==> config.mk <==
export PLATFORM = sky130hd
export DESIGN_NAME = pwmtb_top
export DESIGN_NICKNAME = d
export VERILOG_FILES = /design/src/hw/pwmtb_pkg.sv /design/src/hw/pwmtb_sync_sel.sv /design/src/hw/pwmtb_postscale.sv /design/src/hw/pwmtb_top.sv
export VERILOG_INCLUDE_DIRS = /design/src /design/src/hw
export SDC_FILE = /design/constraint.sdc
export NUM_CORES = 1
export LEC_CHECK = 0
export ABC_AREA = 1
export BUFFER_PORTS_ARGS = -buffer_cell sky130_fd_sc_hd__buf_4
export CORE_MARGIN = 2
export CORE_UTILIZATION = 60
export CTS_CLUSTER_SIZE = 25
export DETAILED_ROUTE_END_ITERATION = 8
export HOLD_SLACK_MARGIN = 0.1
export PLACE_DENSITY = 0.84
export SLEW_MARGIN = 20
export SYNTH_ARGS = -nofsm -noshare
export SYNTH_HDL_FRONTEND = slang
export SYNTH_SLANG_ARGS = --single-unit
==> constraint.sdc <==
create_clock -name core_clk -period 8.6 [get_ports core_clk]
set_clock_uncertainty 0.15 [all_clocks]
set_input_delay 1.72 -clock core_clk [delete_from_list [all_inputs] [get_ports core_clk]]
set_output_delay 1.72 -clock core_clk [all_outputs]
set_load 0.05 [all_outputs]
==> src/hw/pwmtb_consts.svh <==
`ifndef PWMTB_CONSTS_SVH
`define PWMTB_CONSTS_SVH
// Notes on behaviour
// - bit 15 enables whole module
// - bit 13 halts time base in idle
// - bit 12 reads special event pending
// - bit 11 gates special event interrupt
// - bit 10 immediate period update, else boundary
// - bit 9 makes sync pins active low
// - bit 8 enables sync output pulse
// - bit 7 enables external sync reset
// - bits 6-4 select sync input one-four
// - postscaler fires every N+1 matches
// - center-aligned steps coarsened to eight ticks
// - finest resolution is one counter tick
// - bit 14 reads zero, ignores writes
// - compare bits 15-3 match counter, feed postscaler

// ----------------------------------------
// register byte addresses
// ----------------------------------------
`define PWMTB_ADDR_CTRL 12'h000
`define PWMTB_ADDR_PER 12'h004
`define PWMTB_ADDR_CMP 12'h008
`define PWMTB_ADDR_CNT 12'h00C
`define PWMTB_ADDR_IRQ_STAT 12'h010
`define PWMTB_ADDR_IRQ_EN 12'h014
`define PWMTB_ADDR_IRQ_CLR 12'h018
// ----------------------------------------
// control fields and reset values
// ----------------------------------------
`define PWMTB_CTRL_WMASK 16'hAFFF
`define PWMTB_CTRL_RST 16'h0000
`define PWMTB_PER_RST 16'hFFF8
`define PWMTB_CMP_RST 16'h0000
`define PWMTB_CMP_MASK 16'hFFF8
`define PWMTB_CENTER_MASK 16'hFFF8
`define PWMTB_NUM_SYNC 4
`define PWMTB_IRQ_BITS 2
`endif

==> src/hw/pwmtb_pkg.sv <==
package pwmtb_pkg;
  typedef struct packed {
    logic moduleEnable;
    logic unused14;
    logic idleHalt;
    logic eventPending;
    logic eventIrqEnable;
    logic immediatePeriodUpdate;
    logic syncPolarityInvert;
    logic syncOutputEnable;
    logic externalSyncEnable;
    logic [2:0] syncSourceSelect;
    logic [3:0] specialEventPostscale;
  } pwmtb_ctrl_t;

  typedef struct packed {
    logic psel;
    logic penable;
    logic pwrite;
    logic [11:0] paddr;
    logic [31:0] pwdata;
  } pwmtb_apb_req_t;

  typedef struct packed {
    logic pready;
    logic pslverr;
    logic [31:0] prdata;
  } pwmtb_apb_rsp_t;

  typedef enum logic [1:0] {
    PWMTB_IDLE = 2'b00,
    PWMTB_RUN = 2'b01,
    PWMTB_HALT = 2'b11
  } pwmtb_state_t;
endpackage

==> src/hw/pwmtb_sync_sel.sv <==
`timescale 1ns/1ps
`include "pwmtb_consts.svh"
module pwmtb_sync_sel (
  input wire logic core_clk,
  input wire logic rst,
  input wire logic [`PWMTB_NUM_SYNC-1:0] syncInputN,
  input wire logic [2:0] syncSourceSelect,
  input wire logic syncPolarityInvert,
  output logic syncPulse
);
  import pwmtb_pkg::*;
  typedef struct packed {
    logic prevLevel;
  } pwmtb_sel_state_t;
  pwmtb_sel_state_t st_r;
  pwmtb_sel_state_t st_nxt;
  logic level;

  always_comb begin
    st_nxt = st_r;
    // reserved codes never synchronise
    if (syncSourceSelect[2]) begin
      level = 1'b0;
    end else begin
      level = syncInputN[syncSourceSelect[1:0]] ^ syncPolarityInvert;
    end
    st_nxt.prevLevel = level;
    syncPulse = level & ~st_r.prevLevel;
  end

  always_ff @(posedge core_clk or posedge rst) begin
    if (rst) begin
      st_r <= '0;
    end else begin
      st_r <= st_nxt;
    end
  end
endmodule

==> src/hw/pwmtb_postscale.sv <==
`timescale 1ns/1ps
module pwmtb_postscale (
  input wire logic core_clk,
  input wire logic rst,
  input wire logic clear,
  input wire logic match,
  input wire logic [3:0] ratio,
  output logic trigger
);
  import pwmtb_pkg::*;
  typedef struct packed {
    logic [3:0] count;
  } pwmtb_ps_state_t;
  pwmtb_ps_state_t st_r;
  pwmtb_ps_state_t st_nxt;

  always_comb begin
    st_nxt = st_r;
    trigger = 1'b0;
    if (clear) begin
      st_nxt.count = 4'h0;
    end else if (match) begin
      if (st_r.count >= ratio) begin
        trigger = 1'b1;
        st_nxt.count = 4'h0;
      end else begin
        st_nxt.count = st_r.count + 4'h1;
      end
    end
  end

  always_ff @(posedge core_clk or posedge rst) begin
    if (rst) begin
      st_r <= '0;
    end else begin
      st_r <= st_nxt;
    end
  end
endmodule

==> src/hw/pwmtb_top.sv <==
// The APB slave port and the register offsets were decided locally.
`timescale 1ns/1ps
`include "pwmtb_consts.svh"
module pwmtb_top (
  input wire logic core_clk,
  input wire logic rst,
  input wire pwmtb_pkg::pwmtb_apb_req_t apbReq,
  output pwmtb_pkg::pwmtb_apb_rsp_t apbRsp,
  input wire logic cpuIdle,
  input wire logic centerAligned,
  input wire logic [`PWMTB_NUM_SYNC-1:0] syncInputN,
  output logic syncOutputPulse,
  output logic specialEventTrigger,
  output logic moduleEnabled,
  output logic [15:0] primaryMasterCounter,
  output logic irq
);
  import pwmtb_pkg::*;

  // ----------------------------------------
  // state
  // ----------------------------------------
  typedef struct packed {
    pwmtb_ctrl_t ctrl;
    logic [15:0] periodBuf;
    logic [15:0] periodActive;
    logic [15:0] compareValue;
    logic [15:0] counter;
    logic [1:0] irqStatus;
    logic [1:0] irqEnable;
    pwmtb_state_t mode;
    pwmtb_apb_rsp_t rsp;
    logic syncOut;
    logic trig;
    logic enOut;
    logic irqOut;
  } pwmtb_top_state_t;

  pwmtb_top_state_t st_r;
  pwmtb_top_state_t st_nxt;
  logic syncPulse;
  logic cmpMatch;
  logic trigger;
  logic running;
  logic wrAccess;
  logic rdAccess;
  logic wrap;
  logic [15:0] wdata16;
  logic [15:0] stepSize;

  function automatic logic [15:0] quantize(input logic [15:0] v, input logic center);
    // center-aligned drops the three finest bits
    quantize = center ? (v & `PWMTB_CENTER_MASK) : v;
  endfunction

  pwmtb_sync_sel u_sync (
    .core_clk(core_clk),
    .rst(rst),
    .syncInputN(syncInputN),
    .syncSourceSelect(st_r.ctrl.syncSourceSelect),
    .syncPolarityInvert(st_r.ctrl.syncPolarityInvert),
    .syncPulse(syncPulse)
  );

  pwmtb_postscale u_ps (
    .core_clk(core_clk),
    .rst(rst),
    .clear(~st_r.ctrl.moduleEnable),
    .match(cmpMatch),
    .ratio(st_r.ctrl.specialEventPostscale),
    .trigger(trigger)
  );

  assign wrAccess = apbReq.psel & apbReq.penable & apbReq.pwrite;
  assign rdAccess = apbReq.psel & ~apbReq.penable & ~apbReq.pwrite;
  assign wdata16 = apbReq.pwdata[15:0];
  assign running = (st_r.mode == PWMTB_RUN);
  assign stepSize = centerAligned ? 16'h0008 : 16'h0001;
  assign wrap = (st_r.counter >= quantize(st_r.periodActive, centerAligned));
  // compare also needs the three low counter bits to be zero
  assign cmpMatch = running &
    ((st_r.counter & `PWMTB_CMP_MASK) == quantize(st_r.compareValue, centerAligned)) &
    ((st_r.counter & ~`PWMTB_CMP_MASK) == 16'h0000);

  // ----------------------------------------
  // next state
  // ----------------------------------------
  always_comb begin
    st_nxt = st_r;
    st_nxt.syncOut = 1'b0;
    st_nxt.trig = trigger;

    // ---------- time base mode ----------
    case (st_r.mode)
      PWMTB_IDLE: begin
        if (st_r.ctrl.moduleEnable) begin
          st_nxt.mode = PWMTB_RUN;
        end
      end
      PWMTB_RUN: begin
        if (!st_r.ctrl.moduleEnable) begin
          st_nxt.mode = PWMTB_IDLE;
        end else if (cpuIdle && st_r.ctrl.idleHalt) begin
          st_nxt.mode = PWMTB_HALT;
        end
      end
      PWMTB_HALT: begin
        if (!st_r.ctrl.moduleEnable) begin
          st_nxt.mode = PWMTB_IDLE;
        end else if (!(cpuIdle && st_r.ctrl.idleHalt)) begin
          st_nxt.mode = PWMTB_RUN;
        end
      end
      default: begin
        st_nxt.mode = PWMTB_IDLE;
      end
    endcase

    // ---------- counter ----------
    if (!st_r.ctrl.moduleEnable) begin
      st_nxt.counter = 16'h0000;
    end else if (running) begin
      if (st_r.ctrl.externalSyncEnable && syncPulse) begin
        st_nxt.counter = 16'h0000;
      end else if (wrap) begin
        st_nxt.counter = 16'h0000;
        st_nxt.periodActive = st_r.periodBuf;
        st_nxt.syncOut = st_r.ctrl.syncOutputEnable;
      end else begin
        st_nxt.counter = st_r.counter + stepSize;
      end
    end

    // ---------- special event status ----------
    if (trigger) begin
      st_nxt.ctrl.eventPending = 1'b1;
    end else if (running && wrap) begin
      // hardware drops the flag at the next cycle boundary
      st_nxt.ctrl.eventPending = 1'b0;
    end

    // ---------- apb ----------
    st_nxt.rsp.pready = 1'b0;
    st_nxt.rsp.pslverr = 1'b0;
    if (rdAccess) begin
      st_nxt.rsp.prdata = 32'h0000_0000;
      case (apbReq.paddr)
        `PWMTB_ADDR_CTRL: st_nxt.rsp.prdata[15:0] = st_r.ctrl;
        `PWMTB_ADDR_PER: st_nxt.rsp.prdata[15:0] = st_r.periodBuf;
        `PWMTB_ADDR_CMP: st_nxt.rsp.prdata[15:0] = st_r.compareValue;
        `PWMTB_ADDR_CNT: st_nxt.rsp.prdata[15:0] = st_r.counter;
        `PWMTB_ADDR_IRQ_STAT: st_nxt.rsp.prdata[1:0] = st_r.irqStatus;
        `PWMTB_ADDR_IRQ_EN: st_nxt.rsp.prdata[1:0] = st_r.irqEnable;
        `PWMTB_ADDR_IRQ_CLR: st_nxt.rsp.prdata = 32'h0000_0000;
        default: st_nxt.rsp.pslverr = 1'b0;
      endcase
    end
    if (apbReq.psel && !apbReq.penable) begin
      st_nxt.rsp.pready = 1'b1;
      if (!(apbReq.paddr inside {`PWMTB_ADDR_CTRL, `PWMTB_ADDR_PER, `PWMTB_ADDR_CMP,
          `PWMTB_ADDR_CNT, `PWMTB_ADDR_IRQ_STAT, `PWMTB_ADDR_IRQ_EN,
          `PWMTB_ADDR_IRQ_CLR})) begin
        st_nxt.rsp.pslverr = 1'b1;
      end
    end

    if (wrAccess && st_r.rsp.pready) begin
      case (apbReq.paddr)
        `PWMTB_ADDR_CTRL: begin
          // pending flag is hardware owned, bit 14 unimplemented
          st_nxt.ctrl = pwmtb_ctrl_t'((wdata16 & `PWMTB_CTRL_WMASK) |
            (16'(st_nxt.ctrl) & 16'h1000));
        end
        `PWMTB_ADDR_PER: begin
          st_nxt.periodBuf = wdata16;
          if (st_r.ctrl.immediatePeriodUpdate) begin
            st_nxt.periodActive = wdata16;
          end
        end
        `PWMTB_ADDR_CMP: st_nxt.compareValue = wdata16 & `PWMTB_CMP_MASK;
        `PWMTB_ADDR_IRQ_EN: st_nxt.irqEnable = wdata16[1:0];
        `PWMTB_ADDR_IRQ_CLR: st_nxt.irqStatus = st_r.irqStatus & ~wdata16[1:0];
        default: st_nxt.irqEnable = st_nxt.irqEnable;
      endcase
    end

    // ---------- interrupt status: set beats clear ----------
    // bit 0 special event trigger, bit 1 period wrap
    if (trigger && st_r.ctrl.eventIrqEnable) begin
      st_nxt.irqStatus[0] = 1'b1;
    end
    if (running && wrap) begin
      st_nxt.irqStatus[1] = 1'b1;
    end

    // pulse leaves in the programmed polarity, inactive level while quiet
    st_nxt.syncOut = st_nxt.syncOut ^ st_nxt.ctrl.syncPolarityInvert;
    st_nxt.enOut = st_nxt.ctrl.moduleEnable;
    st_nxt.irqOut = |(st_nxt.irqStatus & st_nxt.irqEnable);
  end

  always_ff @(posedge core_clk or posedge rst) begin
    if (rst) begin
      st_r <= '0;
      st_r.periodBuf <= `PWMTB_PER_RST;
      st_r.periodActive <= `PWMTB_PER_RST;
      st_r.mode <= PWMTB_IDLE;
    end else begin
      st_r <= st_nxt;
    end
  end

  // ----------------------------------------
  // outputs
  // ----------------------------------------
  assign apbRsp = st_r.rsp;
  // polarity applied before the register, output taken straight from it; idles at the inactive level
  assign syncOutputPulse = st_r.syncOut;
  assign specialEventTrigger = st_r.trig;
  assign moduleEnabled = st_r.enOut;
  assign primaryMasterCounter = st_r.counter;
  assign irq = st_r.irqOut;
endmodule

== Yosys cells after proc, flatten, opt, wreduce, memory -nomap -nowiden ==
Cells that the tools add are included.

* Register bits: 109
* Output and inout port bits: 54
* Word-level logic and storage cells: 122
* Input port bits: 55

* $lt $le $gt $ge: 3
* Add/subtract/negate cells: 2
* Reduce and logical (&&, ||, !) cells: 16
* Bitwise operators: 16
* Muxes and demuxes: 45
* Equal/unequal tests: 14

{| class="wikitable"
|+ Operators by type and width
! operator !! count
|-
| $mux 16 || 10
|-
| $mux 61 || 1
|-
| $pmux 14 s4 || 1
|-
| $eq 12x5->1 const B || 3
|-
| $mux 32 || 1
|-
| $eq 12x4->1 const B || 2
|-
| $mux 4 || 5
|-
| $add 16x4->16 || 1
|-
| $ge 16x16->1 || 1
|-
| $logic_not 16->1 || 1
|-
| $mux 2 || 8
|-
| $or 16x13->16 || 1
|-
| $mux 1 || 14
|-
| $eq 13x13->1 || 1
|-
| $mux 13 || 1
|-
| $eq 12x3->1 const B || 1
|-
| $logic_not 12->1 || 1
|-
| $pmux 2 s5 || 1
|-
| $and 1x1->1 || 7
|-
| $reduce_bool 7->1 || 1
|-
| $logic_and 1x1->1 || 6
|-
| $pmux 2 s3 || 1
|-
| $reduce_and 2->1 || 3
|-
| $add 4x1->4 const B || 1
|-
| other kinds (18) || 23
|}

== Longest topological paths before layout ==
Gate-level depths: netlist (run 1).

* Word-level depth: 13
* Gate-level depth with buffers: 19
* Depth with buffers taken out: 18

== Hierarchy ==
Synthesis (run 1) repeated with hierarchy kept, for this count alone.

* Cell total of the unflattened synthesis: 804
* Area, all modules: 6635.1 um^2

{| class="wikitable"
|+ Modules (own cells, without submodules)
! module !! seq. area each (um^2) !! area each (um^2) !! times used !! cells an instance
|-
| pwmtb_top || 2610.0 || 6184.7 || 1 || 740
|-
| pwmtb_postscale || 100.1 || 334.1 || 1 || 46
|-
| pwmtb_sync_sel || 25.0 || 116.4 || 1 || 18
|}

== Worst setup path before layout (run 1) ==
No wires, ideal clock.

* Path kind: input-to-reg
* Start: in centerAligned
* End: reg st_r[81] in the netlist's numbering
* Arrival: 3.072 ns
* Stages: 18
* Library setup time: 0.060 ns
* Required time: 8.390 ns
* Path slack: 5.318 ns
* Path buffers: 1
* Path through: inv_1 > nand2_1 > ha_1 > nand2_1 > nand2_1 > nand2_1 > nand2_1 > nand2_1 > nand2_1 > nand2_2 > nand2_2 > nand2_4 > nor2_8 > inv_4 > buf_6 > nand2_1 > nand3_1 > nand2_1

{| class="wikitable"
|+ RTL lines
! element !! line !! RTL
|-
| start: declaration || pwmtb_top.sv:10 || <nowiki>input wire logic centerAligned,</nowiki>
|-
| end signal: assignment || pwmtb_top.sv:209 || <nowiki>st_r <= st_nxt;</nowiki>
|-
| end: declaration || pwmtb_top.sv:39 || <nowiki>pwmtb_top_state_t st_r;</nowiki>
|}

==> results of run 1 <==
[synth_stat cells (2+ instances only)]
cell type	number	area, µm²
o21bai_1	3	22.5
ha_1	24	300
nand2_1	222	833
nand2_4	3	33.8
o31ai_1	2	15.0
nand3_2	2	20.0
nor2_4	6	67.6
buf_2	10	50.1
inv_2	6	22.5
clkbuf_1	5	18.8
dfrtp_1	82	2050
xor2_1	9	78.8
nand3_1	38	190
a21oi_1	12	60.1
o22ai_1	28	175
buf_6	3	33.8
nor2_1	28	105
nor3_1	7	35.0
nand2_2	4	25.0
xnor2_1	15	131
nand4_1	15	93.8
o21ai_0	63	315
buf_4	52	390
inv_1	117	439
o21ai_1	14	70.1
dfstp_2	26	683
[power breakdown]
| group | internal (µW) | switching [µW] | leakage, µW | total (µW) |
|---|---|---|---|---|
| combinational | 17.2 | 47.0 | 0.00215 | 64.2 |
| sequential | 510 | 0.823 | 0.00138 | 511 |
| clock | 110 | 189 | 0.0000963 | 299 |
[cells by family (layout without fill, tap and decap cells)]
| family | count (synthesis) | count (layout) | synth area share (%) |
|---|---|---|---|
| compound gates | 126 | 126 | 10.8 |
| xor+xnor | 24 | 24 | 3.29 |
| fa+ha+maj | 24 | 24 | 4.70 |
| buf+inv | 194 | 218 | 15.0 |
| flops | 108 | 108 | 42.8 |
| mux | 1 | 1 | 0.176 |
| other cells | 1 | 16 | 0.0586 |
| simple gates | 332 | 332 | 23.2 |
[registers in the layout, indices dropped and copies added (netlist names)]
name                  count
apbRsp                   18
irq                       1
moduleEnabled             1
primaryMasterCounter     16
specialEventTrigger       1
st_r                     65
syncOutputPulse           1
u_ps.st_r                 4
u_sync.st_r               1
[stage by stage]
stage               hold WS (ns)  util [%]  instance area (µm²)
floorplan                  0.299         -                 6450
global placement           0.317      65.1                 6720
detailed placement         0.320      65.1                 6720
CTS                        0.346      66.8                 6900
global route               0.365      66.8                 6900
finish                     0.344      66.8                 6900
[worst paths after layout]
| check | start | end | slack (ns) | depth (start not counted) |
|---|---|---|---|---|
| hold / removal | apbRsp[2] | apbRsp[2] | 0.34 | 2 |
| max in group asynchronous | rst | apbRsp[13] | 5.88 | 3 |
| setup / recovery | apbReq[43] | st_r[91] | 4.92 | 11 |
| setup reg to reg | st_r[81] | primaryMasterCounter[5] | 6.00 | 15 |
| hold reg to reg | apbRsp[2] | apbRsp[2] | 0.34 | 2 |
| min in group asynchronous | rst | st_r[113] | 1.23 | 2 |
[layer usage]
metal	GRT usage, %	vias up
li1	-	2587
met1	40.1	2588
met2	43.6	268
met3	4.19	31
met4	10.6	0
met5	0	-
[worst max-delay path, delay by kind of cell]
| family | cells | cell delay [ns] |
|---|---|---|
| and+or+nand+nor | 7 | 1.40 |
| buffers and inverters | 4 | 0.74 |
[layout make-up]
cell class,instances,area [µm²]
Clock buffer,9,124
Tap cell,136,170
Timing Repair Buffer,78,586
Multi-Input combinational cell,523,2760
Fill cell,828,3430
Inverter,124,470
Clock inverter,7,56.3
Sequential cell,108,2740
==> out/metrics.csv, run 1 <==
metric;value;unit
post-route ant nets;0;
antenna violations before repair;0;
worst-path cell chain;buf_4 > nor2_1 > nand2_1 > inv_1 > nand3_2 > nor2_4 > nand2_4 > inv_2 > nand2_1 > nand2_1 > inv_1;
PnR worst setup slack;4.92;ns
slowest stage cell on the critical path;nor2_4;
Clock Path Buffers;2;
via count;5474;
WL met2;7220;µm
Final Hold Viols;0;
slowest stage delay, CP;0.57;ns
global route overflow;0;
non-filler cells in the finished layout;985;
Area Growth Syn to Fin;7.85;%
final worst path period share;42.8;%
synthesized flop and latch total;108;
crit path max fanout;32;
Initial DRC Count;446;
cells after synthesis;810;
Rows;37;
Die Span Y;107;µm
Startpoint Class;input port;
All-Layer GR Usage;28.1;%
CTS tree;yes;
CP endpoint kind;flip-flop;
Buffers on Ports;76;
DR WL met3;1300;µm
Worst Tran Pin Value;0.774;ns
Post-Syn Area per Cell;7.89;µm²
min cycle time layout;3.68;ns
worst relative slew slack;48.3;%
most frequent CP cell;nand2_1;
cell area power density;127;nW/µm²
Placed Instances;969;
VDD IR max;0.0779;mV
CTS hold repair buffers;0;
fmax;272;MHz
Hold Crit Class;flip-flop to flip-flop;
drt wl/cell;15.6;µm
Post-synth EDFFs;0;
total negative slack;0;ns
fraction of layout cells with a size suffix above 1;17.7;%
Crit Path Class;input port to flip-flop;
DIE AREA;11500;µm²
Initial Utilization;61.9;%
largest net degree at the start of global routing;61;
Root Buffer;clkbuf_8;
DRT Pass-1 Iters;5;
async set-reset flop share out of synthesis;100;%
HPWL after detailed placement;11600;µm
antenna cell count;0;
Sink Count;108;
max_cap viols;0;
DRC viols;0;
Leak;0.00363;µW
post-CTS sizing;0;
final wirelength;15300;µm
Seq/Total Area, Yosys;42.8;%
die width;107;µm
pins over their slew limit;0;
Yosys cell types;40;
first-pass GRT wire length;24900;µm
most frequent cells in the layout;222 x nand2_1, 116 x inv_1, 82 x dfrtp_1;
Clk Latency, worst-skew pair;0.40;ns
RSZ-0062 raised after global routing;no;
commonest non-fill, non-tap cell in the layout;nand2_1;
total power draw;874;µW
Final setup viols;0;
number of global-route vias before repair;5037;
Setup WS pre-CTS;4.55;ns
# IOs;109;
cts bufs inserted;9;
Clk pin slew, worst setup/hold paths;0.11;ns
max layer used;met4;
mapped cell area;6390;µm²
data required time of the worst path;8.79;ns
nets;923;
Main synth FF type;dfrtp_1;
floorplan core area;10300;µm²
outcome;finished, final reports clean;
post-CTS setup buffer count;0;
Critical Path AT;3.88;ns
routed metal-1 wire length;6480;µm
H-Tree Depth;3;
GP Congestion;0.907;
Synth Warn #;0;
drt via density;5.56;
(Power assumes the default switching activity.)
==> run 2, diff against run 1 <==
--- a/config.mk
+++ b/config.mk
@@ -6,14 +6,14 @@
 export SDC_FILE = /design/constraint.sdc
 export NUM_CORES = 1
 export LEC_CHECK = 0
-export ABC_AREA = 1
+export ABC_AREA = 0
 export BUFFER_PORTS_ARGS = -buffer_cell sky130_fd_sc_hd__buf_4
 export CORE_MARGIN = 2
-export CORE_UTILIZATION = 60
+export CORE_UTILIZATION = 51
 export CTS_CLUSTER_SIZE = 25
 export DETAILED_ROUTE_END_ITERATION = 8
 export HOLD_SLACK_MARGIN = 0.1
-export PLACE_DENSITY = 0.84
+export PLACE_DENSITY = 0.77
 export SLEW_MARGIN = 20
 export SYNTH_ARGS = -nofsm -noshare
 export SYNTH_HDL_FRONTEND = slang
==> constraint.sdc (replaced) <==
create_clock -name core_clk -period 3.21 [get_ports core_clk]
set_clock_uncertainty 0.15 [all_clocks]
set_input_delay 0.642 -clock core_clk [delete_from_list [all_inputs] [get_ports core_clk]]
set_output_delay 0.642 -clock core_clk [all_outputs]
set_load 0.05 [all_outputs]
==> out/metrics.csv, run 2 <==
metric;value;unit;change
Hold Crit Class;input port to async pin;;
Final setup viols;0;;unchanged
Yosys cell types;64;;+60%
cell area power density;395;nW/µm²;+210%
synthesized flop and latch total;108;;unchanged
Final Hold Viols;0;;unchanged
H-Tree Depth;3;;unchanged
slowest stage cell on the critical path;dfstp_2;;
most frequent CP cell;buf_4;;
kind of cell adding the most delay to the critical path;compound AO/OA/AOI/OAI gates;;
Initial Utilization;51.8;%;-10 points
PnR worst setup slack;0.295;ns;-4.62 ns
CTS tree;yes;;
nets;724;;-22%
cells after synthesis;586;;-28%
Startpoint Class;flip-flop;;
antenna violations before repair;0;;unchanged
Clock Path Buffers;2;;unchanged
DIE AREA;13000;µm²;+13%
Synth Warn #;0;;unchanged
Seq/Total Area, Yosys;44.3;%;+1.5 points
most frequent cells in the layout;106 x buf_4, 82 x dfrtp_1, 46 x mux2_2;;
Sink Count;108;;unchanged
Buffers on Ports;76;;unchanged
Largest Register;st_r;;
global route overflow;0;;unchanged
outcome;finished, final reports clean;;
# IOs;109;;unchanged
drt wl/cell;19.3;µm;+24%
Worst Tran Pin Value;0.730;ns;-0.0443 ns
Clk Latency, worst-skew pair;0.36;ns;-0.04 ns
largest area contributor in the synthesized netlist;dfrtp_1;;
Critical Path AT;3.04;ns;-0.84 ns
floorplan core area;11900;µm²;+15%
largest net degree at the start of global routing;42;;-31%
RSZ-0062 raised after global routing;no;;
drt via density;5.99;;+7.9%
Area Growth Syn to Fin;14.8;%;
final wirelength;15400;µm;+0.54%
worst r2r path cells;10;;-5
Post-synth top cells;82 x dfrtp_1, 52 x buf_4, 46 x mux2_2;;
Worst R2R Start;st_r[91];;
max_cap viols;0;;unchanged
Placed Instances;779;;-20%
Die Span Y;114;µm;+6.3%
HPWL after detailed placement;11400;µm;-1.7%
max reg flops;65;;unchanged
Core Util, Final;59.5;%;-7.3 points
crit path max fanout;7;;-78%
non-filler cells in the finished layout;797;;-19%
Initial DRC Count;297;;-33%
fraction of layout cells with a size suffix above 1;32.2;%;+14 points
post-route ant nets;0;;unchanged
CP endpoint kind;flip-flop;;
Crit Path Class;flip-flop to flip-flop;;
data required time of the worst path;3.34;ns;-5.45 ns
Main synth FF type;dfrtp_1;;
min cycle time layout;2.92;ns;
pins over their slew limit;0;;unchanged
Clk pin slew, worst setup/hold paths;0.08;ns;-0.03 ns
total negative slack;0;ns;unchanged
number of global-route vias before repair;4714;;-6.4%
Leak;0.00319;µW;-12%
commonest non-fill, non-tap cell in the layout;buf_4;;
worst relative slew slack;51.2;%;+3.0 points
Post-synth EDFFs;0;;unchanged
cts bufs inserted;9;;unchanged
DRT Pass-1 Iters;5;;unchanged
Post-Syn Area per Cell;10.5;µm²;+33%
worst-path cell chain;inv_1 > ha_1 > nand4_1 > nor4_1 > a32oi_1 > buf_4 > a211oi_4 > buf_4 > mux2i_1 > a21oi_1;;
CP Depth;10;;-1
Rows;40;;+8.1%
Root Buffer;clkbuf_16;;
DRC viols;0;;unchanged
All-Layer GR Usage;24.4;%;-3.7 points
async set-reset flop share out of synthesis;100;%;unchanged
fmax;343;MHz;
Setup WS pre-CTS;0.112;ns;-4.44 ns
final worst path period share;90.8;%;
slowest stage delay, CP;0.53;ns;-0.04 ns
crit path from;st_r[91];;
mapped cell area;6170;µm²;-3.4%
antenna cell count;0;;unchanged
via count;4778;;-13%
first-pass GRT wire length;24300;µm;-2.7%
post-synth top area share;33.2;%;+1.1 points
CP bufs+invs;3;;-1
top-count cell post-synth;dfrtp_1;;
GP Congestion;0.889;;-2.0%
Area contributors post-synth;dfrtp_1 33%, dfstp_2 11%, mux2_2 8.4%;;
VDD IR max;0.196;mV;+150%
die width;114;µm;+6.3%
-- run 2: kinds of logic after synthesis --
family | count (synthesis) | share of synthesized area, %
simple gates | 137 | 11.9
xor+xnor | 15 | 2.25
mux | 68 | 12.0
buf+inv | 103 | 10.4
fa+ha+maj | 24 | 4.86
other cells | 1 | 0.0607
compound gates | 130 | 14.3
flops | 108 | 44.3
-- run 2: where the power goes --
| part | switching (µW) | internal (µW) |
|---|---|---|
| clock | 513 | 769 |
| sequential | 1.25 | 1360 |
| combinational | 108 | 45.1 |
-- run 2: metrics by stage --
stage / power, µW / hold WS (ns) / instance area (µm²)
6_report: 2800 / 0.258 / 7090
5_1_grt: 2880 / 0.316 / 7090
4_1_cts: 2810 / 0.282 / 7070
3_5_place_dp: 1540 / 0.324 / 6730
3_3_place_gp: 1540 / 0.294 / 6730
2_1_floorplan: 1490 / 0.278 / 6230
-- run 2: repair_timing --
| action | CTS | global route |
|---|---|---|
| hold buffers | 0 | 0 |
| resized for setup | 0 | 0 |
| buffers inserted | 0 | 2 |
| hold endpoints to repair | 0 | 0 |
| setup endpoints to repair | 0 | 7 |
-- run 2: cell type report --
type | count | area, µm²
fill | 1036 | 4830
multi-input combinational | 390 | 2870
sequential | 108 | 2740
timing repair buffer | 109 | 856
clock buffer | 11 | 233
tap | 147 | 184
clock inverter | 5 | 108
inverter | 27 | 105
-- run 2: final timing paths --
path                               to  slack (ns)
max                          st_r[86]        0.29
min                          st_r[73]        0.26
max reg2reg                  st_r[86]        0.29
min reg2reg                  st_r[38]        0.34
max in group asynchronous   st_r[102]        1.95
min in group core_clk      apbRsp[33]        0.33
-- run 2: worst register-to-register path, stage by stage (launching register included) --
cell	delay, ns
dfstp_2	0.53
inv_1	0.07
ha_1	0.31
nand4_1	0.12
nor4_1	0.36
a32oi_1	0.21
buf_4	0.18
a211oi_4	0.32
buf_4	0.27
mux2i_1	0.23
a21oi_1	0.09
-- run 2: routing by layer --
metal  track usage, %  vias to the layer above  part of all wire (%)  wire, µm
met2             42.1                      186                    50      7740
met1             31.0                     2387                    41      6370
met4             9.51                        0                   2.9       448
met3             3.67                       33                   5.5       844
met5                0                        -                     0         0
li1                 -                     2172                     -         -
==> run 3, diff against run 2 <==
--- a/config.mk
+++ b/config.mk
@@ -9,11 +9,12 @@
 export ABC_AREA = 0
 export BUFFER_PORTS_ARGS = -buffer_cell sky130_fd_sc_hd__buf_4
 export CORE_MARGIN = 2
-export CORE_UTILIZATION = 51
+export CORE_UTILIZATION = 53
+export CTS_BUF_LIST = sky130_fd_sc_hd__clkbuf_8
 export CTS_CLUSTER_SIZE = 25
 export DETAILED_ROUTE_END_ITERATION = 8
 export HOLD_SLACK_MARGIN = 0.1
-export PLACE_DENSITY = 0.77
+export PLACE_DENSITY = 0.79
 export SLEW_MARGIN = 20
 export SYNTH_ARGS = -nofsm -noshare
 export SYNTH_HDL_FRONTEND = slang
==> out/metrics.csv, run 3 (synthesis results as in run 2) <==
metric;value;unit;change
Final setup viols;0;;unchanged
post-CTS setup buffer count;0;;unchanged
Buffers on Ports;76;;unchanged
Clk pin slew, worst setup/hold paths;0.11;ns;+0.03 ns
Psw;607;µW;-2.4%
via count;4673;;-2.2%
number of global-route vias before repair;4770;;+1.2%
largest net degree at the start of global routing;39;;-7.1%
RSZ-0062 raised after global routing;no;;
Die Span Y;112;µm;-1.8%
commonest non-fill, non-tap cell in the layout;buf_4;;
max layer used;met4;;
Critical Path AT;2.94;ns;-0.10 ns
Clk network pwr share;34.3;%;-12 points
pins over their slew limit;0;;unchanged
Crit Path Class;flip-flop to flip-flop;;
final wirelength;14800;µm;-3.9%
GP Congestion;0.876;;-1.5%
drt wl/cell;18.9;µm;-2.4%
Root Buffer;clkbuf_8;;
most frequent cells in the layout;96 x buf_4, 82 x dfrtp_1, 46 x mux2_2;;
DIE AREA;12500;µm²;-3.6%
Rows;39;;-2.5%
DR WL met3;860;µm;+1.9%
nets;716;;-1.1%
Internal Power;1710;µW;-22%
CTS tree;yes;;
HPWL after detailed placement;11200;µm;-1.9%
fmax;352;MHz;+2.5%
cts bufs inserted;9;;unchanged
max_cap viols;0;;unchanged
Initial DRC Count;252;;-15%
WL met2;7270;µm;-6.1%
worst r2r path cells;10;;unchanged
min cycle time layout;2.84;ns;-0.0705 ns
DRC viols;0;;unchanged
cell area power density;336;nW/µm²;-15%
Largest Register;st_r;;
Clock Path Buffers;2;;unchanged
global route overflow;0;;unchanged
Leak;0.00308;µW;-3.4%
combinational power share;6.6;%;+1.1 points
max reg flops;65;;unchanged
setup slack, reg-to-reg;0.37;ns;+0.07 ns
die width;112;µm;-1.8%
antenna cell count;0;;unchanged
CP endpoint kind;flip-flop;;
total negative slack;0;ns;unchanged
routed metal-1 wire length;6230;µm;-2.2%
Final Hold Viols;0;;unchanged
CTS hold repair buffers;0;;unchanged
# IOs;109;;unchanged
Worst R2R Start;st_r[91];;
worst relative slew slack;41.8;%;-9.5 points
All-Layer GR Usage;24.3;%;-0.11 points
Worst Tran Pin Value;0.871;ns;+0.141 ns
final worst path period share;88.6;%;-2.2 points
Area Growth Syn to Fin;11.6;%;
outcome;finished, final reports clean;;
Initial Utilization;54.3;%;+2.5 points
antenna violations before repair;0;;unchanged
Startpoint Class;flip-flop;;
H-Tree Depth;3;;unchanged
first-pass GRT wire length;24100;µm;-0.82%
Clk Latency, worst-skew pair;0.38;ns;+0.02 ns
drt via density;5.95;;-0.70%
post-route ant nets;0;;unchanged
DRT Pass-1 Iters;6;;+1
post-CTS sizing;0;;unchanged
Sink Count;108;;unchanged
VDD IR max;0.214;mV;+9.0%
Core Util, Final;60.6;%;+1.1 points
total power draw;2310;µW;-17%
sequential power share;59.0;%;+10 points
Hold Crit Class;input port to async pin;;
data required time of the worst path;3.31;ns;-0.03 ns
crit path max fanout;17;;+10
floorplan core area;11400;µm²;-4.5%
end of the worst register-to-register path;st_r[78];;
Setup WS pre-CTS;0.178;ns;+0.0665 ns
PnR worst setup slack;0.365;ns;+0.0705 ns
switch share;26.3;%;+4.0 points
fraction of layout cells with a size suffix above 1;31.6;%;-0.53 points
-- run 3: cell types whose count changed in the layout (fill, tap and decap cells not counted), sizes merged --
cell      previous run  this run
bufinv               3         0
clkbuf              11         9
clkinvlp             1         3
inv                 28        29
clkinv               0         2
buf                109       101
-- run 3: per-layer routing --
layer,GRT usage (%),vias up
met5,0,-
met4,8.54,0
met1,31.1,2301
li1,-,2146
met2,42.4,194
met3,3.38,32
-- run 3: metrics by stage --
step                cells  cell area [µm²]  hold WS, ns
detailed placement    769             6710        0.323
finish                785             6890        0.284
floorplan             601             6230        0.278
global route          785             6890        0.314
global placement      769             6710        0.294
CTS                   785             6890        0.297
-- run 3: power groups by stage --
stage / clock (µW) / sequential, µW / combinational [µW]
floorplan: 0 / 1390 / 103
global placement: 0 / 1390 / 150
detailed placement: 0 / 1390 / 154
CTS: 799 / 1370 / 154
global route: 857 / 1370 / 166
finish: 794 / 1370 / 153
-- run 3: how the worst max path moves through the flow --
stage	from	slack, ns	to
after floorplan	centerAligned	0.52	primaryMasterCounter[9]
after global placement	centerAligned	0.23	primaryMasterCounter[10]
after detailed placement	centerAligned	0.18	primaryMasterCounter[10]
after CTS	st_r[91]	0.35	st_r[78]
after global routing	st_r[91]	0.17	st_r[76]
final	st_r[91]	0.37	st_r[78]
-- run 3: area by class of cell --
type	instances	area, µm²
clock inverter	7	60.1
sequential	108	2740
timing repair buffer	101	821
tap	143	179
clock buffer	9	124
multi-input combinational	390	2870
fill	939	4480
inverter	27	105
-- run 3: worst max-delay path, stage by stage, from the launching register on --
cell      delay (ns)
dfstp_2         0.55
inv_1           0.06
ha_1            0.31
nand4_1         0.12
nor4_1          0.37
a32oi_1         0.20
buf_4           0.18
a211oi_4        0.28
buf_12          0.22
mux2i_1         0.21
a21oi_1         0.08
